### src/rsoh_pkg.sv
// Constants, carrier types and helper functions for the regenerator section
// overhead processor. Shared by the design and by the verification side.
package rsoh_pkg;

  // Frame geometry, counted from 1 as row and column numbers.
  localparam logic [12:0] COL_FIRST       = 13'h0001;
  localparam logic [12:0] COL_FRAMING_END = 13'h0030;
  localparam logic [12:0] COL_A2_END      = 13'h0060;
  localparam logic [12:0] COL_TRACE       = 13'h0061;
  localparam logic [12:0] COL_SOH_LAST    = 13'h0090;
  localparam logic [12:0] COL_SCR_START   = 13'h0091;
  localparam logic [12:0] COL_LAST        = 13'h10E0;
  localparam logic [3:0]  ROW_FIRST       = 4'h1;
  localparam logic [3:0]  ROW_PARITY      = 4'h2;
  localparam logic [3:0]  ROW_RSOH_LAST   = 4'h3;
  localparam logic [3:0]  ROW_LAST        = 4'h9;

  // Fixed byte values.
  localparam logic [7:0] FRAMING_ONE = 8'hF6;
  localparam logic [7:0] FRAMING_TWO = 8'h28;
  localparam logic [7:0] ALL_ONES    = 8'hFF;
  localparam logic [6:0] SCR_SEED    = 7'h7F;

  // Frames a new trace byte must repeat before it is accepted.
  localparam logic [1:0] TRACE_PERSIST = 2'h3;

  // Register byte offsets on the Avalon-MM slave.
  localparam logic [4:0] REG_CTRL      = 5'h00;
  localparam logic [4:0] REG_TX_TRACE  = 5'h04;
  localparam logic [4:0] REG_EXP_TRACE = 5'h08;
  localparam logic [4:0] REG_STATUS    = 5'h0C;
  localparam logic [4:0] REG_ERR_COUNT = 5'h10;

  // Control register fields and reset value.
  localparam int CTRL_TIM_DISABLE = 0;
  localparam int CTRL_EXP_MODE    = 1;
  localparam int CTRL_MONITORED   = 2;
  localparam int CTRL_SSF_USED    = 3;
  localparam logic [3:0] CTRL_RESET      = 4'hE;
  localparam logic [7:0] TRACE_RESET     = 8'h00;

  // Status register fields.
  localparam int STAT_DEFECT     = 0;
  localparam int STAT_REPORT     = 1;
  localparam int STAT_RX_AIS     = 2;
  localparam int STAT_TX_AIS     = 3;
  localparam int STAT_ACC_LSB    = 8;

  typedef struct packed {
    logic       fs;
    logic [7:0] data;
  } rsoh_byte_t;

  typedef struct packed {
    logic [3:0]  row;
    logic [12:0] col;
  } rsoh_pos_t;

  // Position of the byte now arriving, given the previous one and the marker.
  function automatic rsoh_pos_t rsoh_advance(input rsoh_pos_t prev, input logic fs);
    rsoh_pos_t p;
    p = prev;
    if (fs)
    begin
      p.row = ROW_FIRST;
      p.col = COL_FIRST;
    end
    else if (prev.col == COL_LAST)
    begin
      p.col = COL_FIRST;
      p.row = (prev.row == ROW_LAST) ? ROW_FIRST : 4'(prev.row + 4'h1);
    end
    else
      p.col = 13'(prev.col + 13'h0001);
    return p;
  endfunction

  // One byte of the 1 + x^6 + x^7 scrambler, MSB first: {mask, next state}.
  function automatic logic [14:0] rsoh_scr_step(input logic [6:0] st);
    logic [6:0] s;
    logic [7:0] m;
    s = st;
    m = 8'h00;
    for (int i = 7; i >= 0; i--)
    begin
      m[i] = s[6];
      s = {s[5:0], s[6] ^ s[5]};
    end
    return {m, s};
  endfunction

  // Row one, columns 1..144 bypass scrambling.
  function automatic logic rsoh_unscrambled(input rsoh_pos_t p);
    return (p.row == ROW_FIRST) && (p.col <= COL_SOH_LAST);
  endfunction

endpackage

### src/rsoh_proc.sv
// Regenerator section overhead processor for a 2.5 Gbit/s frame: transmit
// adaptation and termination source, receive termination sink.
// Assumes one co-directional link byte clock, slower than i_clock, with link
// data and markers changing away from its rising edge.
//
// Overview of operation
// RQ1 - Frame carries payload plus overhead channel bytes.
// RQ2 - Absent channel bytes may carry undefined content.
// RQ3 - Unused bypassed bytes avoid long runs.
// RQ4 - Insert configured trace into trace byte.
// RQ5 - Compute even bit-interleaved eight-bit parity.
// RQ6 - Parity of previous scrambled frame, pre-scramble.
// RQ7 - Insert framing runs into overhead.
// RQ8 - Forty-eight 0xF6 then forty-eight 0x28.
// RQ9 - Frame-synchronous scrambler, polynomial 1+x6+x7.
// RQ10 - Scrambler reset to ones at column 145.
// RQ11 - XOR with seventh stage, then free-run.
// RQ12 - Sink descrambles identically to source.
// RQ13 - Sink checks parity per bit position.
// RQ14 - Parity mismatch reports near-end block error.
// RQ15 - Recover received trace, present accepted trace.
// RQ16 - Trace mismatch defect from expected trace.
// RQ17 - All-ones and fail on fail or defect.
// RQ18 - Sink inserts all-ones after descrambling.
// RQ19 - Sink all-ones applied and removed within 250us.
// RQ20 - Mismatch report needs monitored state and defect.
// RQ21 - Source all-ones on fail within 250us.
// RQ22 - Unconnected fail input treated as false.
// RQ23 - Sink passes data, clock, marker through.
`timescale 1ns/1ps
module rsoh_proc
  import rsoh_pkg::*;
(
  input  wire logic        i_clock,
  input  wire logic        i_rstn,
  // Avalon-MM slave.
  input  wire logic [4:0]  i_avs_address,
  input  wire logic        i_avs_read,
  input  wire logic        i_avs_write,
  input  wire logic [31:0] i_avs_writedata,
  input  wire logic [3:0]  i_avs_byteenable,
  output logic [31:0]      o_avs_readdata,
  output logic             o_avs_waitrequest,
  // Link byte clock, shared by both directions.
  input  wire logic        i_link_clk,
  // Transmit: frame from the multiplex section side, out to the line.
  input  wire logic [7:0]  i_tx_data,
  input  wire logic        i_tx_fs,
  input  wire logic        i_tx_ssf,
  output logic [7:0]       o_tx_data,
  output logic             o_tx_fs,
  output logic             o_tx_byte_clk,
  // Receive: frame from the line, out to the adaptation side.
  input  wire logic [7:0]  i_rx_data,
  input  wire logic        i_rx_fs,
  input  wire logic        i_rx_ssf,
  output logic [7:0]       o_rx_data,
  output logic             o_rx_fs,
  output logic             o_rx_byte_clk,
  output logic             o_rx_tsf,
  output logic             o_trace_mismatch_report,
  output logic             o_near_end_block_error
);

  // Synchronisers: stage one feeds stage two only.
  logic [1:0] link_clk_meta_reg;
  logic       link_clk_dly_reg;
  rsoh_byte_t tx_in_meta_reg;
  rsoh_byte_t tx_in_reg;
  rsoh_byte_t rx_in_meta_reg;
  rsoh_byte_t rx_in_reg;
  logic [1:0] ssf_meta_reg;
  logic [1:0] ssf_sync_reg;
  logic       tick;

  always_ff @(posedge i_clock)
  begin
    if (!i_rstn)
    begin
      link_clk_meta_reg <= 2'h0;
      link_clk_dly_reg  <= 1'b0;
      tx_in_meta_reg    <= '0;
      tx_in_reg         <= '0;
      rx_in_meta_reg    <= '0;
      rx_in_reg         <= '0;
      ssf_meta_reg      <= 2'h0;
      ssf_sync_reg      <= 2'h0;
    end
    else
    begin
      link_clk_meta_reg <= {link_clk_meta_reg[0], i_link_clk};
      link_clk_dly_reg  <= link_clk_meta_reg[1];
      tx_in_meta_reg    <= '{fs: i_tx_fs, data: i_tx_data};
      tx_in_reg         <= tx_in_meta_reg;
      rx_in_meta_reg    <= '{fs: i_rx_fs, data: i_rx_data};
      rx_in_reg         <= rx_in_meta_reg;
      ssf_meta_reg      <= {i_rx_ssf, i_tx_ssf};
      ssf_sync_reg      <= ssf_meta_reg;
    end
  end

  // One byte is taken per rising edge of the link clock.
  assign tick = link_clk_meta_reg[1] & ~link_clk_dly_reg;

  // Software-visible configuration.
  logic [3:0] ctrl_reg;
  logic [7:0] tx_trace_reg;
  logic [7:0] exp_trace_reg;
  logic [7:0] acc_trace_reg;
  logic       defect_reg;
  logic       rx_ais_reg;
  logic       tx_ais_reg;
  logic [15:0] err_count_reg;
  logic       wait_reg;
  logic       bus_write;
  logic       bus_read;

  // A request is held for one wait cycle, then answered.
  assign bus_write = i_avs_write & ~wait_reg;
  assign bus_read  = i_avs_read & wait_reg;

  always_ff @(posedge i_clock)
  begin
    if (!i_rstn)
      wait_reg <= 1'b1;
    else
      wait_reg <= ~((i_avs_read | i_avs_write) & wait_reg);
  end

  always_ff @(posedge i_clock)
  begin
    if (!i_rstn)
    begin
      ctrl_reg      <= CTRL_RESET;
      tx_trace_reg  <= TRACE_RESET;
      exp_trace_reg <= TRACE_RESET;
    end
    else if (bus_write && i_avs_byteenable[0])
    begin
      case (i_avs_address)
        REG_CTRL:      ctrl_reg      <= i_avs_writedata[3:0];
        REG_TX_TRACE:  tx_trace_reg  <= i_avs_writedata[7:0];
        REG_EXP_TRACE: exp_trace_reg <= i_avs_writedata[7:0];
        default:       ctrl_reg      <= ctrl_reg;
      endcase
    end
  end

  always_ff @(posedge i_clock)
  begin
    if (!i_rstn)
      o_avs_readdata <= 32'h00000000;
    else if (bus_read)
    begin
      case (i_avs_address)
        REG_CTRL:      o_avs_readdata <= {28'h0000000, ctrl_reg};
        REG_TX_TRACE:  o_avs_readdata <= {24'h000000, tx_trace_reg};
        REG_EXP_TRACE: o_avs_readdata <= {24'h000000, exp_trace_reg};
        REG_STATUS:    o_avs_readdata <= {16'h0000, acc_trace_reg, 4'h0, tx_ais_reg,
                                          rx_ais_reg, o_trace_mismatch_report, defect_reg};
        REG_ERR_COUNT: o_avs_readdata <= {16'h0000, err_count_reg};
        default:       o_avs_readdata <= 32'h00000000;
      endcase
    end
  end

  assign o_avs_waitrequest = wait_reg;

  // Transmit path.
  rsoh_pos_t  tx_pos_reg;
  rsoh_pos_t  tx_pos;
  logic [6:0] tx_scr_reg;
  logic [6:0] tx_scr_st;
  logic [14:0] tx_step;
  logic [7:0] tx_bip_acc_reg;
  logic [7:0] tx_bip_prev_reg;
  logic [7:0] tx_byte;
  logic [7:0] tx_scrambled;
  logic       tx_payload;
  logic       tx_ais;

  always_comb
  begin
    tx_pos     = rsoh_advance(tx_pos_reg, tx_in_reg.fs);
    tx_payload = (tx_pos.row > ROW_RSOH_LAST) || (tx_pos.col > COL_SOH_LAST);
    // RQ22 fail unconnected false
    tx_ais     = ssf_sync_reg[0] & ctrl_reg[CTRL_SSF_USED];
    // RQ1 payload and channels
    // RQ2 channels pass untouched
    tx_byte    = tx_in_reg.data;
    // RQ21 all-ones on fail
    if (tx_ais && tx_payload)
      tx_byte = ALL_ONES;
    if (tx_pos.row == ROW_FIRST)
    begin
      // RQ7 framing pattern insert
      // RQ8 framing byte values
      if (tx_pos.col <= COL_FRAMING_END)
        tx_byte = FRAMING_ONE;
      else if (tx_pos.col <= COL_A2_END)
        tx_byte = FRAMING_TWO;
      // RQ4 trace byte insert
      else if (tx_pos.col == COL_TRACE)
        tx_byte = tx_trace_reg;
    end
    // RQ6 parity placed pre-scramble
    if (tx_pos.row == ROW_PARITY && tx_pos.col == COL_FIRST)
      tx_byte = tx_bip_prev_reg;
    // RQ10 seed at column 145
    tx_scr_st = (tx_pos.row == ROW_FIRST && tx_pos.col == COL_SCR_START) ? SCR_SEED
                                                                        : tx_scr_reg;
    tx_step   = rsoh_scr_step(tx_scr_st);
    // RQ9 scramble at line rate
    // RQ11 XOR seventh stage
    tx_scrambled = rsoh_unscrambled(tx_pos) ? tx_byte : (tx_byte ^ tx_step[14:7]);
  end

  always_ff @(posedge i_clock)
  begin
    if (!i_rstn)
    begin
      tx_pos_reg      <= '{row: ROW_FIRST, col: COL_FIRST};
      tx_scr_reg      <= SCR_SEED;
      tx_bip_acc_reg  <= 8'h00;
      tx_bip_prev_reg <= 8'h00;
      o_tx_data       <= 8'h00;
      o_tx_fs         <= 1'b0;
      tx_ais_reg      <= 1'b0;
    end
    else
    begin
      tx_ais_reg <= tx_ais;
      if (tick)
      begin
        tx_pos_reg <= tx_pos;
        // RQ11 free-run rest of frame
        if (!rsoh_unscrambled(tx_pos))
          tx_scr_reg <= tx_step[6:0];
        // RQ5 even interleaved parity
        // RQ6 over scrambled bytes
        if (tx_in_reg.fs)
        begin
          tx_bip_prev_reg <= tx_bip_acc_reg;
          tx_bip_acc_reg  <= tx_scrambled;
        end
        else
          tx_bip_acc_reg <= tx_bip_acc_reg ^ tx_scrambled;
        o_tx_data <= tx_scrambled;
        o_tx_fs   <= tx_in_reg.fs;
      end
    end
  end

  // Receive path.
  rsoh_pos_t  rx_pos_reg;
  rsoh_pos_t  rx_pos;
  logic [6:0] rx_scr_reg;
  logic [6:0] rx_scr_st;
  logic [14:0] rx_step;
  logic [7:0] rx_bip_acc_reg;
  logic [7:0] rx_bip_prev_reg;
  logic [7:0] rx_plain;
  logic [7:0] trace_cand_reg;
  logic [1:0] trace_cnt_reg;
  logic       parity_bad;
  logic       rx_ais;

  always_comb
  begin
    rx_pos    = rsoh_advance(rx_pos_reg, rx_in_reg.fs);
    rx_scr_st = (rx_pos.row == ROW_FIRST && rx_pos.col == COL_SCR_START) ? SCR_SEED
                                                                        : rx_scr_reg;
    rx_step   = rsoh_scr_step(rx_scr_st);
    // RQ12 identical descrambler
    rx_plain  = rsoh_unscrambled(rx_pos) ? rx_in_reg.data
                                         : (rx_in_reg.data ^ rx_step[14:7]);
    // RQ13 compare each bit position
    parity_bad = (rx_pos.row == ROW_PARITY) && (rx_pos.col == COL_FIRST)
                 && (rx_plain != rx_bip_prev_reg);
    // RQ17 all-ones on fail or defect
    rx_ais     = ssf_sync_reg[1] | defect_reg;
  end

  always_ff @(posedge i_clock)
  begin
    if (!i_rstn)
    begin
      rx_pos_reg      <= '{row: ROW_FIRST, col: COL_FIRST};
      rx_scr_reg      <= SCR_SEED;
      rx_bip_acc_reg  <= 8'h00;
      rx_bip_prev_reg <= 8'h00;
      o_rx_data       <= 8'h00;
      o_rx_fs         <= 1'b0;
      o_near_end_block_error <= 1'b0;
    end
    else
    begin
      o_near_end_block_error <= 1'b0;
      if (tick)
      begin
        rx_pos_reg <= rx_pos;
        if (!rsoh_unscrambled(rx_pos))
          rx_scr_reg <= rx_step[6:0];
        // RQ13 parity over received bytes
        if (rx_in_reg.fs)
        begin
          rx_bip_prev_reg <= rx_bip_acc_reg;
          rx_bip_acc_reg  <= rx_in_reg.data;
        end
        else
          rx_bip_acc_reg <= rx_bip_acc_reg ^ rx_in_reg.data;
        // RQ14 block error pulse
        o_near_end_block_error <= parity_bad;
        // RQ18 all-ones after descrambling
        // RQ19 applied on next byte
        // RQ23 pass data and marker
        o_rx_data <= rx_ais ? ALL_ONES : rx_plain;
        o_rx_fs   <= rx_in_reg.fs;
      end
    end
  end

  // Errored-frame count; a write clears it, but an error in that cycle counts.
  always_ff @(posedge i_clock)
  begin
    if (!i_rstn)
      err_count_reg <= 16'h0000;
    else if (bus_write && i_avs_address == REG_ERR_COUNT)
      err_count_reg <= {15'h0000, o_near_end_block_error};
    else if (o_near_end_block_error && err_count_reg != 16'hFFFF)
      err_count_reg <= 16'(err_count_reg + 16'h0001);
  end

  // A trace byte is accepted once it repeats in consecutive frames.
  always_ff @(posedge i_clock)
  begin
    if (!i_rstn)
    begin
      trace_cand_reg <= TRACE_RESET;
      trace_cnt_reg  <= 2'h0;
      acc_trace_reg  <= TRACE_RESET;
    end
    // RQ15 recover and accept trace
    else if (tick && rx_pos.row == ROW_FIRST && rx_pos.col == COL_TRACE)
    begin
      trace_cand_reg <= rx_in_reg.data;
      if (rx_in_reg.data != trace_cand_reg)
        trace_cnt_reg <= 2'h1;
      else if (trace_cnt_reg != TRACE_PERSIST)
      begin
        trace_cnt_reg <= 2'(trace_cnt_reg + 2'h1);
        if (2'(trace_cnt_reg + 2'h1) == TRACE_PERSIST)
          acc_trace_reg <= rx_in_reg.data;
      end
    end
  end

  always_ff @(posedge i_clock)
  begin
    if (!i_rstn)
    begin
      defect_reg              <= 1'b0;
      o_trace_mismatch_report <= 1'b0;
      rx_ais_reg              <= 1'b0;
      o_rx_tsf                <= 1'b0;
    end
    else
    begin
      // RQ16 mismatch defect
      defect_reg <= ~ctrl_reg[CTRL_TIM_DISABLE] & ctrl_reg[CTRL_EXP_MODE]
                    & (acc_trace_reg != exp_trace_reg);
      // RQ20 report gated by monitoring
      o_trace_mismatch_report <= ctrl_reg[CTRL_MONITORED] & defect_reg;
      rx_ais_reg <= rx_ais;
      // RQ17 trail signal fail
      o_rx_tsf   <= rx_ais;
    end
  end

  // Byte clocks out fall just after data change, rise mid-byte.
  always_ff @(posedge i_clock)
  begin
    if (!i_rstn)
    begin
      o_tx_byte_clk <= 1'b0;
      o_rx_byte_clk <= 1'b0;
    end
    else
    begin
      // RQ23 byte clock passed on
      o_tx_byte_clk <= ~link_clk_dly_reg;
      o_rx_byte_clk <= ~link_clk_dly_reg;
    end
  end

endmodule

### config.mk
export PLATFORM = sky130hd
export DESIGN_NAME = rsoh_proc
export DESIGN_NICKNAME = d
export VERILOG_FILES = /design/src/rsoh_pkg.sv /design/src/rsoh_proc.sv
export SDC_FILE = /design/constraint.sdc
export NUM_CORES = 1
export LEC_CHECK = 0
export BUFFER_PORTS_ARGS = -buffer_cell sky130_fd_sc_hd__buf_2
export CORE_MARGIN = 2
export CORE_UTILIZATION = 34
export CTS_BUF_LIST = sky130_fd_sc_hd__clkbuf_16
export CTS_CLUSTER_SIZE = 16
export DETAILED_ROUTE_END_ITERATION = 6
export PLACE_DENSITY_LB_ADDON = 0.2
export SLEW_MARGIN = 20
export SYNTH_ARGS = -nofsm -noshare
export SYNTH_HDL_FRONTEND = slang
export SYNTH_SLANG_ARGS = --single-unit
### constraint.sdc
create_clock -name i_clock -period 3.7 [get_ports i_clock]
set_input_delay 0.37 -clock i_clock [delete_from_list [all_inputs] [get_ports i_clock]]
set_output_delay 0.37 -clock i_clock [all_outputs]
set_load 0.005 [all_outputs]
* Yosys cells after proc, flatten, opt, wreduce, memory -nomap -nowiden *
Cells that the tools add are included.

storage, ports and cells
  register bits after elaboration = 234
  output and inout port bits = 56
  logic and storage cells = 170
  input port bits = 66

operators by class
  equality and inequality tests = 24
  bitwise logic cells = 38
  magnitude comparators = 6
  add/subtract/negate cells = 6
  multiplexer cells = 26
  reduce and logical (&&, ||, !) cells = 28

operators with widths
  cell                                                                               number
  8-bit 2-to-1 mux                                                                   11
  16-bit case mux with 5 select lines                                                1
  17-bit 2-to-1 mux                                                                  2
  8-bit XOR                                                                          4
  13-bit by 1-bit adder with 13-bit output (second input constant)                   2
  13-bit by 1-bit equality test with 1-bit output (second input constant)            2
  13-bit equality test (second input constant)                                       2
  13-bit by 7-bit equality test with 1-bit output (second input constant)            2
  13-bit by 8-bit equality test with 1-bit output (second input constant)            2
  13-bit by 8-bit <= comparator with 1-bit output (second input constant)            2
  13-bit 2-to-1 mux                                                                  2
  8-bit != test                                                                      3
  2-bit AND reduction                                                                9
  16-bit by 1-bit adder with 16-bit output (second input constant)                   1
  4-bit 2-to-1 mux                                                                   4
  16-bit != test (second input constant)                                             1
  1-bit XOR                                                                          16
  7-bit 2-to-1 mux                                                                   2
  13-bit by 8-bit greater-than comparator with 1-bit output (second input constant)  1
  13-bit by 6-bit <= comparator with 1-bit output (second input constant)            1
  13-bit by 7-bit <= comparator with 1-bit output (second input constant)            1
  1-bit logical AND                                                                  13
  5-bit by 4-bit equality test with 1-bit output (second input constant)             2
  4-bit by 1-bit adder with 4-bit output (second input constant)                     2
  19 further kinds                                                                   40

* Logic depth before layout (Yosys ltp) *
Gate-level depths: netlist of the first run.

  word-level depth = 17
  mapped depth = 13
  mapped depth without buffers = 11

* Least setup slack after synthesis of the first run *
OpenSTA, ideal clock, no wires.

  path type = reg2reg
  start point = register tx_pos_reg[0] in the netlist's numbering
  end point = register tx_bip_acc_reg[2]
  required time = 3.575 ns
  buffers on the path = 2
  setup time = 0.125 ns
  data arrival time = 3.130 ns
  period minus slack after synthesis = 3.256 ns
  slack = 0.444 ns
  cell stages (with the launch flop) = 14
  cells stage by stage = dfxtp_1 > clkbuf_1 > inv_1 > ha_1 > or4b_2 > a21oi_1 > o32ai_1 > a2111oi_1 > o21ai_2 > clkbuf_1 > o2111ai_1 > or2_0 > o221a_1 > nand4_1

on the way
  longest elaborated chain between the ends = 16
  elaborated cells between the ends (all ways) = 31
  those cells by class = add/sub: 1; order compare: 5; eq/ne: 6; mux: 12; bitwise: 2; reduce/logical: 5

RTL lines
  what                                                                                                                                          line                            source
  start, declared                                                                                                                               rsoh_proc.sv:170                rsoh_pos_t tx_pos_reg;
  start signal, assigned                                                                                                                        rsoh_proc.sv:222                tx_pos_reg <= '{row: ROW_FIRST, col: COL_FIRST};
  start signal, assigned                                                                                                                        rsoh_proc.sv:235                tx_pos_reg <= tx_pos;
  13-bit by 1-bit adder with 13-bit output / 13-bit equality test (equally long branches)                                                       rsoh_pkg.sv:74, rsoh_pkg.sv:68
  13-bit 2-to-1 mux / 4-bit 2-to-1 mux (equally long branches)                                                                                  rsoh_pkg.sv:68                  else if (prev.col == COL_LAST)
  17-bit 2-to-1 mux (*)                                                                                                                         rsoh_pkg.sv:63                  if (fs)
  13-bit by 8-bit greater-than comparator with 1-bit output / 4-bit by 2-bit greater-than comparator with 1-bit output (equally long branches)  rsoh_proc.sv:185                tx_payload = (tx_pos.row > ROW_RSOH_LAST) || (tx_pos.col > COL_SOH_LAST);
  1-bit logical OR                                                                                                                              rsoh_proc.sv:185
  1-bit logical AND                                                                                                                             rsoh_proc.sv:192                if (tx_ais && tx_payload)
  8-bit 2-to-1 mux                                                                                                                              rsoh_proc.sv:192
  8-bit 2-to-1 mux                                                                                                                              rsoh_proc.sv:203                else if (tx_pos.col == COL_TRACE)
  8-bit 2-to-1 mux                                                                                                                              rsoh_proc.sv:200                else if (tx_pos.col <= COL_A2_END)
  8-bit 2-to-1 mux                                                                                                                              rsoh_proc.sv:198                if (tx_pos.col <= COL_FRAMING_END)
  8-bit 2-to-1 mux                                                                                                                              rsoh_proc.sv:194                if (tx_pos.row == ROW_FIRST)
  8-bit 2-to-1 mux                                                                                                                              rsoh_proc.sv:207                if (tx_pos.row == ROW_PARITY && tx_pos.col == COL_FIRST)
  8-bit XOR                                                                                                                                     rsoh_proc.sv:215                tx_scrambled = rsoh_unscrambled(tx_pos) ? tx_byte : (tx_byte ^ tx_step[14:7]);
  8-bit 2-to-1 mux (*)                                                                                                                          rsoh_proc.sv:215
  8-bit XOR                                                                                                                                     rsoh_proc.sv:247                tx_bip_acc_reg <= tx_bip_acc_reg ^ tx_scrambled;
  8-bit 2-to-1 mux (*)                                                                                                                          rsoh_proc.sv:241                if (tx_in_reg.fs)
  end signal, assigned                                                                                                                          rsoh_proc.sv:244                tx_bip_acc_reg <= tx_scrambled;
  end signal, assigned                                                                                                                          rsoh_proc.sv:247
  end, declared                                                                                                                                 rsoh_proc.sv:175                logic [7:0] tx_bip_acc_reg;

Mark *: on every way between the ends. The rest lies on a longest branch, timed or not.
A chain may end at the register's enable or synchronous reset.

* Final worst setup path of the first run *
  start point = register tx_pos_reg[1] in the netlist's numbering
  end point = register tx_bip_acc_reg[7]

Same word-level chain as after synthesis.

==> results.txt, run 1 <==
First-pass GRT wire length = 51700 µm
Detailed Routing Iterations Pass 1 = 5
Clock power share = 0.474
Top FF cell, synth = dfxtp_1
Clock Path Buffers = 3
Pin count of the biggest net entering global routing = 91
Multi-input logic area = 0.00657 mm²
Slew headroom = 0.321
Switching Share = 0.240
Peak VDD IR = 0.000271 V
Fill cells = 3461
CP Capture Type = register
Syn_area_per_cell = 8.15 µm²
Fmax = 291 MHz
CTS root buffer = clkbuf_16
Netlist Area Pre-Place = 0.0115 mm²
Setup Skew = 0.0114 ns
Lkg Pwr = 0.00500 µW
Setup TNS Final = 0 ns
Number of flops mapped to enable cells by yosys = 0
Gate Count Post-Synth = 1417
Sequential Area = 0.00436 mm²
Slew Limit Fails = 0
Antenna Cells = 0
Vias/cell = 5.32
Reg power frac = 0.468
Core Rows = 67
Vias in the first global route = 9597
Via count = 10200
Clock transition at the registers of the reported paths = 0.06 ns
Area growth syn-to-layout = 13.8%
Die Y = 188 µm
Crit share post-route = 0.927
HP Class = input pin to register
Post-synth cell types = 90
Ys Warns = 0
P_sw = 1240 µW
Grt ovf = 0
CP Data Arrival Time = 3.90 ns
CTS H-tree lvls = 1
Synth async-reset ratio = 0
DRT iter0 DRCs = 878
Port Buffers = 78
Post-CTS setup buffer count = 0
Final hold violation count = 0
Yosys reg bits = 218
TritonCTS clock tree = done
# hold bufs at CTS = 0
Tightest Pin Transition = 1.02 ns
Share of cells above drive strength 1 = 0.135
Post-CTS sizing = 0
Core area = 0.0335 mm²
Worst Path Max Fanout = 18
Unrepaired setup endpoints after global routing = false
Post-route ant nets = 0
Seq/Total Area, Yosys = 0.378
Max_cap viols = 0
Placer Congestion = 0.872
Int Pwr = 3950 µW
Final setup fails = 0
CP Class = register to register
Final Power = 5190 µW
DRC Markers = 0
Power Density = 395 mW/mm²
Clock Sinks = 218
Min Tclk post-route = 3.43 ns
GRT Total Usage = 0.175
Num CTS Buffers = 26
Combinational power share = 0.058
Initial antenna violation count = 1
Detailed Place HPWL = 21500 µm
Total Nets Final = 1536
Worst-skew pair later-pin latency = 0.53 ns
Final WL = 31600 µm
Outcome = finished, final reports clean
Worst setup SP type = register
Post-DR wirelength/cell = 16.4 µm
Die width = 188 µm
Starting density of the core = 0.344
Required @ worst endpoint = 4.17 ns
Ports = 122
Die ar. = 0.0355 mm²
-- final cells by class --
type | instances | share of cell area
clock buffers | 27 | 0.0514
clock inverters | 20 | 0.0106
inverters | 30 | 0.00876
multi-input cells | 1062 | 0.500
flip-flops and latches | 218 | 0.332
well taps | 448 | 0.0426
repair buffers | 120 | 0.0546
-- kinds of logic (layout without fill, tap and decap cells) --
| logic type | Yosys count | after routing | synth area share |
|---|---|---|---|
| xor gates and xnor gates | 79 | 79 | 0.0599 |
| buffers and inverters | 152 | 197 | 0.0587 |
| other | 1 | 16 | 0.000325 |
| AOI/OAI and AO/OA | 340 | 340 | 0.196 |
| adders and majority gates | 12 | 12 | 0.0130 |
| DFF | 218 | 218 | 0.378 |
| muxes | 51 | 51 | 0.0449 |
| and+or+nand+nor | 564 | 564 | 0.249 |
-- stage by stage --
step | setup slack, ns | util | hold slack, ns | area, µm² | instances
floorplan | 0.444 | - | 0.407 | 11600 | 1432
global placement | 0.356 | 0.368 | 0.417 | 12300 | 1878
detailed placement | 0.317 | 0.368 | 0.417 | 12300 | 1878
CTS | 0.304 | 0.392 | 0.0207 | 13100 | 1925
global route | 0.0491 | 0.392 | 0.0326 | 13100 | 1925
finish | 0.269 | 0.392 | 0.0441 | 13100 | 1925
-- worst paths after layout --
path	start	end	slack (ns)	cells past startpoint
setup reg to reg	tx_pos_reg[1]$_SDFFE_PN0P_	tx_bip_acc_reg[7]$_SDFFE_PN0P_	0.27	11
hold / removal	i_tx_ssf	ssf_meta_reg[0]$_SDFF_PN0_	0.04	2
setup / recovery	tx_pos_reg[1]$_SDFFE_PN0P_	tx_bip_acc_reg[7]$_SDFFE_PN0P_	0.27	11
hold reg to reg	rx_in_meta_reg[0]$_SDFF_PN0_	rx_in_reg[0]$_SDFF_PN0_	0.43	1
-- cell usage in the layout, fill, tap and decap left out, drive strengths merged, types with 45 or more instances in the layout --
cell	Yosys	final
a21oi	109	109
and2	51	51
buf	43	120
dfxtp	218	218
mux2i	45	45
nand2	136	136
nand3	54	54
nor2	149	149
o21ai	89	89
xnor2	52	52
-- synthesized netlist by cell type, types with 7 or more instances --
library cell | number | area, µm²
a211oi_1 | 10 | 75.1
a21oi_1 | 109 | 546
a222oi_1 | 9 | 90.1
a22oi_1 | 23 | 173
a2bb2oi_1 | 7 | 61.3
a31oi_1 | 12 | 75.1
and2_1 | 50 | 313
and3_1 | 19 | 119
and4_1 | 9 | 78.8
buf_1 | 7 | 26.3
buf_2 | 14 | 70.1
buf_4 | 20 | 150
clkbuf_1 | 79 | 297
dfxtp_1 | 218 | 4360
ha_1 | 12 | 150
inv_1 | 28 | 105
mux2i_1 | 45 | 450
nand2_1 | 136 | 510
nand3_1 | 52 | 260
nand4_1 | 28 | 175
nor2_1 | 149 | 559
nor2b_1 | 7 | 43.8
nor3_1 | 25 | 125
nor3b_1 | 7 | 52.6
nor4_1 | 13 | 81.3
o2111ai_1 | 10 | 87.6
o211ai_1 | 8 | 60.1
o21ai_0 | 78 | 390
o311ai_0 | 12 | 105
or3_1 | 18 | 113
xnor2_1 | 52 | 455
xor2_1 | 27 | 236
-- worst max-delay path, cell delays in order, from the launching register on --
cell,delay (ns)
dfxtp_1,0.44
inv_1,0.07
ha_1,0.29
or4b_2,0.61
a21oi_1,0.24
o32ai_1,0.13
a2111oi_1,0.46
o21ai_2,0.31
o21ai_0,0.31
nand4_1,0.14
mux2_2,0.30
nand4_1,0.06
-- power groups by stage --
stage          sequential, µW  clock, µW  combinational [µW]
3_3_place_gp             2480          0                 301
4_1_cts                  2430       2540                 304
2_1_floorplan            2460          0                 215
6_report                 2430       2460                 300
5_1_grt                  2440       2630                 337
3_5_place_dp             2480          0                 303
-- metal layers --
| layer | up-vias | track usage | routed length [µm] |
|---|---|---|---|
| li1 | 5120 | - | - |
| met5 | - | 0 | 0 |
| met3 | 37 | 0.0201 | 1550 |
| met1 | 4817 | 0.259 | 16000 |
| met4 | 0 | 0.0412 | 542 |
| met2 | 260 | 0.272 | 13500 |
No activity file was read; power rests on OpenSTA's default activity.
==> inputs of run 2 (changes only) <==
--- a/config.mk
+++ b/config.mk
@@ -6,12 +6,14 @@
 export NUM_CORES = 1
 export LEC_CHECK = 0
 export BUFFER_PORTS_ARGS = -buffer_cell sky130_fd_sc_hd__buf_2
+export CORE_ASPECT_RATIO = 0.7
 export CORE_MARGIN = 2
 export CORE_UTILIZATION = 34
 export CTS_BUF_LIST = sky130_fd_sc_hd__clkbuf_16
 export CTS_CLUSTER_SIZE = 16
 export DETAILED_ROUTE_END_ITERATION = 6
 export PLACE_DENSITY_LB_ADDON = 0.2
+export REMOVE_ABC_BUFFERS = 1
 export SLEW_MARGIN = 20
 export SYNTH_ARGS = -nofsm -noshare
 export SYNTH_HDL_FRONTEND = slang
==> results.txt, run 2 (same netlist as run 1, synthesis figures left out) <==
Outcome = finished, final reports clean
Final WL = 32900 µm
Tightest Pin Transition = 1.02 ns
Num CTS Buffers = 24
Fin area = 0.0133 mm²
# hold bufs at CTS = 0
GRT Total Usage = 0.182
Die width = 224 µm
Peak VDD IR = 0.000277 V
CTS H-tree lvls = 1
Placer Congestion = 0.871
Post-DR wirelength/cell = 17.2 µm
Antenna Cells = 0
Lkg Pwr = 0.00506 µW
Port Buffers = 78
Pin count of the biggest net entering global routing = 82
Detailed Place HPWL = 23100 µm
Worst-skew pair later-pin latency = 0.54 ns
Min Tclk post-route = 3.37 ns
Max_cap viols = 0
Final setup fails = 0
TritonCTS clock tree = done
CP Capture Type = register
Detailed Routing Iterations Pass 1 = 7
Crit share post-route = 0.912
Clock Path Buffers = 3
DRT iter0 DRCs = 842
Starting density of the core = 0.345
Post-route ant nets = 0
Fmax = 296 MHz
Clock transition at the registers of the reported paths = 0.06 ns
Ports = 122
Dpl cells = 1870
Total Nets Final = 1539
Die Y = 158 µm
Vias/cell = 5.37
Final hold violation count = 0
Core Rows = 56
Dpl cell area = 0.0124 mm²
Most frequent cells in the layout = dfxtp_1, nor2_1, nand2_1, a21oi_1, o21ai_0
Core area = 0.0335 mm²
Required @ worst endpoint = 4.17 ns
Worst Path Max Fanout = 11
Initial antenna violation count = 0
Clock Sinks = 218
Setup Skew = 0.0121 ns
CP Class = register to register
Unrepaired setup endpoints after global routing = false
Worst setup SP type = register
Grt ovf = 0
Commonest non-fill, non-tap cell in the layout = dfxtp_1
Post-CTS sizing = 0
First-pass GRT wire length = 52100 µm
HP Class = input pin to register
Fin cells = 1914
Power Density = 410 mW/mm²
Via count = 10300
DRC Markers = 0
Area growth syn-to-layout = 14.8%
Vias in the first global route = 9268
Slew headroom = 0.316
Slew Limit Fails = 0
Setup WS pre-CTS = 0.211 ns
Die ar. = 0.0355 mm²
CP Data Arrival Time = 3.85 ns
CTS root buffer = clkbuf_16
Post-CTS setup buffer count = 0
Fill cells = 3470
Min setup slack post-route = 0.325 ns
Share of cells above drive strength 1 = 0.141
==> run 2: cell types whose count changed in the layout (fill, tap and decap cells not counted), moves of 2 or more <==
cell       previous run  this run
clkbuf_16            27        24
bufinv_16             2         7
inv_1                35        33
buf_4                41        46
clkinv_2              6         3
==> run 2: worst max-delay path: stages (launching register included) <==
cell	delay, ns
dfxtp_1	0.40
or3_1	0.47
buf_4	0.20
nor4_2	0.35
mux2i_1	0.34
o221ai_1	0.25
nand3_2	0.28
a2bb2oi_1	0.42
nand4_1	0.18
mux2_2	0.33
nand4_1	0.09
==> run 2: power by group <==
part / switching (µW) / total (µW) / internal (µW)
Sequential: 37.1 / 2430 / 2390
Combinational: 197 / 311 / 114
Clock: 1020 / 2690 / 1670
==> run 2: stage by stage <==
step / total power (µW) / util / hold WS (ns) / TNS (ns)
6_report: 5430 / 0.396 / 0.0346 / 0
5_1_grt: 5650 / 0.396 / 0.0221 / 0
4_1_cts: 5520 / 0.396 / 0.00843 / 0
3_5_place_dp: 2790 / 0.369 / 0.419 / 0
3_3_place_gp: 2790 / 0.369 / 0.415 / 0
2_1_floorplan: 2640 / - / 0.407 / -1.20
==> run 2: layer usage <==
metal | routed length [µm] | up-vias | part of all wire | global-route usage
li1 | - | 5145 | - | -
met1 | 17400 | 4865 | 0.53 | 0.282
met2 | 13100 | 233 | 0.40 | 0.255
met3 | 1870 | 34 | 0.057 | 0.0379
met4 | 561 | 0 | 0.017 | 0.0375
met5 | 0 | - | 0 | 0
==> run 2: final timing paths <==
kind	start	endpoint	slack, ns	depth (start not counted)
setup / recovery	tx_pos_reg[3]$_SDFFE_PN0P_	tx_bip_acc_reg[7]$_SDFFE_PN0P_	0.33	10
hold / removal	i_link_clk	link_clk_meta_reg[0]$_SDFF_PN0_	0.03	2
setup reg to reg	tx_pos_reg[3]$_SDFFE_PN0P_	tx_bip_acc_reg[7]$_SDFFE_PN0P_	0.33	10
hold reg to reg	ssf_meta_reg[0]$_SDFF_PN0_	ssf_sync_reg[0]$_SDFF_PN0_	0.43	1
==> run 2: layout make-up <==
| class | instances | area [µm²] | area share |
|---|---|---|---|
| clock buffers | 24 | 601 | 0.0453 |
| flip-flops and latches | 218 | 4370 | 0.329 |
| inverters | 30 | 115 | 0.00868 |
| well taps | 435 | 544 | 0.0410 |
| clock inverters | 20 | 280 | 0.0211 |
| repair buffers | 125 | 771 | 0.0581 |
| multi-input cells | 1062 | 6590 | 0.497 |
==> inputs of run 3 (changes only) <==
--- a/config.mk
+++ b/config.mk
@@ -5,6 +5,7 @@
 export SDC_FILE = /design/constraint.sdc
 export NUM_CORES = 1
 export LEC_CHECK = 0
+export ABC_AREA = 1
 export BUFFER_PORTS_ARGS = -buffer_cell sky130_fd_sc_hd__buf_2
 export CORE_ASPECT_RATIO = 0.7
 export CORE_MARGIN = 2
==> results.txt, run 3 <==
HP Class = input pin to register
Fin Hold WS = 0.0218 ns
Pin count of the biggest net entering global routing = 102
Slew Limit Fails = 0
Count leader, synth = nand2_1
# hold bufs at CTS = 11
Clock transition at the registers of the reported paths = 0.06 ns
Starting density of the core = 0.343
Gate Count Post-Synth = 1605
Critical path, cell by cell = ha_1, nand2_1, nor2_2, nand3b_1, nor2_1, nand2_1, nand3_1, nand4_1, nor2_2, nand2_2, nand2_1, nand2_1, nand2_1, nand2_1, nand2_1, nand2_1, nor2_1, nand3_1, nand2_1, inv_1
TritonCTS clock tree = done
Yosys top cell by area = dfxtp_1
Required @ worst endpoint = 4.14 ns
CP Class = register to register
Fin area = 0.0125 mm²
Detailed Place HPWL = 20900 µm
Num CTS Buffers = 23
Post-route ant nets = 0
Netlist Area Pre-Place = 0.0110 mm²
Slew headroom = 0.527
Tightest Pin Transition = 0.709 ns
CTS root buffer = clkbuf_16
Core area = 0.0321 mm²
Peak VDD IR = 0.000280 V
Fin cells = 2111
Crit share post-route = 0.847
Slowest cell on crit path = dfxtp_1
Final setup fails = 0
Largest family of logic cells by synthesized area = simple AND/OR/NAND/NOR gates
Dpl cell area = 0.0117 mm²
CTS H-tree lvls = 1
Initial antenna violation count = 0
Die width = 219 µm
Via count = 10200
Placer Congestion = 0.868
CP peak stage delay = 0.54 ns
Antenna Cells = 0
Port Buffers = 78
Unrepaired setup endpoints after global routing = false
Post-CTS sizing = 0
Max_cap viols = 0
Vias in the first global route = 9179
Post-CTS setup buffer count = 0
DRT iter0 DRCs = 660
Outcome = finished, final reports clean
Grt ovf = 0
Commonest non-fill, non-tap cell in the layout = nand2_1
Compound-gate portion of the synthesized area = 0.148
CP Capture Type = register
Power Density = 419 mW/mm²
Number of flops mapped to enable cells by yosys = 0
Dpl cells = 2062
Final WL = 28900 µm
Clock Sinks = 218
Ys Warns = 0
First-pass GRT wire length = 47400 µm
Largest cells by area after synthesis = dfxtp_1, nand2_1, inv_1, a21oi_1, o21ai_0
Final hold violation count = 0
Synth Area in Simple Gates = 0.317
CP Data Arrival Time = 3.57 ns
Seq/Total Area, Yosys = 0.395
Worst setup SP type = register
GRT Total Usage = 0.170
Worst Path Max Fanout = 18
Die Y = 155 µm
Post-DR wirelength/cell = 13.7 µm
Top cell type's share of synthesized area = 0.395
Worst-skew pair later-pin latency = 0.54 ns
Die ar. = 0.0339 mm²
Most frequent cells in the layout = nand2_1, inv_1, dfxtp_1, a21oi_1, o21ai_0
Top FF cell, synth = dfxtp_1
Syn_area_per_cell = 6.88 µm²
Share of cells above drive strength 1 = 0.121
Adder-cell area share of the yosys netlist = 0.0136
DRC Markers = 0
Clock Path Buffers = 3
Yosys reg bits = 218
Final Power = 5250 µW
Total Nets Final = 1749
Ports = 122
Core Rows = 55
Detailed Routing Iterations Pass 1 = 6
Min Tclk post-route = 3.13 ns
Post-synth cell types = 49
Area growth syn-to-layout = 13.3%
Setup Skew = 0.0163 ns
Fmax = 319 MHz
Lkg Pwr = 0.00571 µW
Vias/cell = 4.82
Post-Synth XOR/XNOR Area = 0.0135
Top post-synthesis cells by count = nand2_1, dfxtp_1, inv_1
Critical path's most frequent cell = nand2_1
Synth async-reset ratio = 0
Mux contribution to synthesized area = 0
==> run 3: final cells by class <==
cell class                 count  area [µm²]
clock buffer                  23         576
clock inverter                15        90.1
fill                        3403       19600
inverter                     233         878
multi-input combinational   1098        5490
sequential                   218        4360
tap                          427         534
timing repair buffer          97         576
==> run 3: path summary, 6_finish.rpt <==
kind | start | to | slack, ns | cells past startpoint
worst max-delay path | rx_pos_reg[0]$_SDFFE_PN1P_ | o_near_end_block_error$_SDFF_PN0_ | 0.57 | 20
worst min-delay path | i_tx_data[3] | tx_in_meta_reg[3]$_SDFF_PN0_ | 0.02 | 3
worst max register to register | rx_pos_reg[0]$_SDFFE_PN1P_ | o_near_end_block_error$_SDFF_PN0_ | 0.57 | 20
worst min register to register | rx_in_meta_reg[4]$_SDFF_PN0_ | rx_in_reg[4]$_SDFF_PN0_ | 0.41 | 2
==> run 3: critical path, delay by kind of cell, from the launching register on <==
family | cells | cell delay [ns]
AND/OR/NAND/NOR | 18 | 2.12
flip-flops | 1 | 0.54
adder cells (fa/ha/maj) | 1 | 0.33
buffers and inverters | 1 | 0.03
==> run 3: where the power goes <==
group,total (µW),internal [µW],switching [µW]
Combinational,652,219,433
Sequential,2470,2420,53.0
Clock,2120,1130,990
Total,5250,3770,1480
==> run 3: through the flow <==
stage           util  setup WS [ns]  TNS [ns]
3_3_place_gp   0.365          0.694         0
6_report       0.389          0.565         0
3_5_place_dp   0.365          0.650         0
2_1_floorplan      -          -2.26   -118.19
5_1_grt        0.389          0.225         0
4_1_cts        0.389          0.625         0
==> run 3: kinds of logic (layout without fill, tap and decap cells) <==
logic type                 count (synthesis)  count (layout)
AOI/OAI and AO/OA                        299             299
and+or+nand+nor                          754             754
buffers and inverters                    304             368
adders and majority gates                 12              12
xor gates and xnor gates                  17              17
other                                      1              16
DFF                                      218             218
==> run 3: layer usage <==
metal / part of all wire / wire [µm] / vias up / track usage
met1: 0.52 / 15100 / 4627 / 0.262
met5: 0 / 0 / - / 0
li1: - / - / 5305 / -
met3: 0.051 / 1480 / 33 / 0.0258
met4: 0.015 / 433 / 0 / 0.0280
met2: 0.41 / 11900 / 202 / 0.252
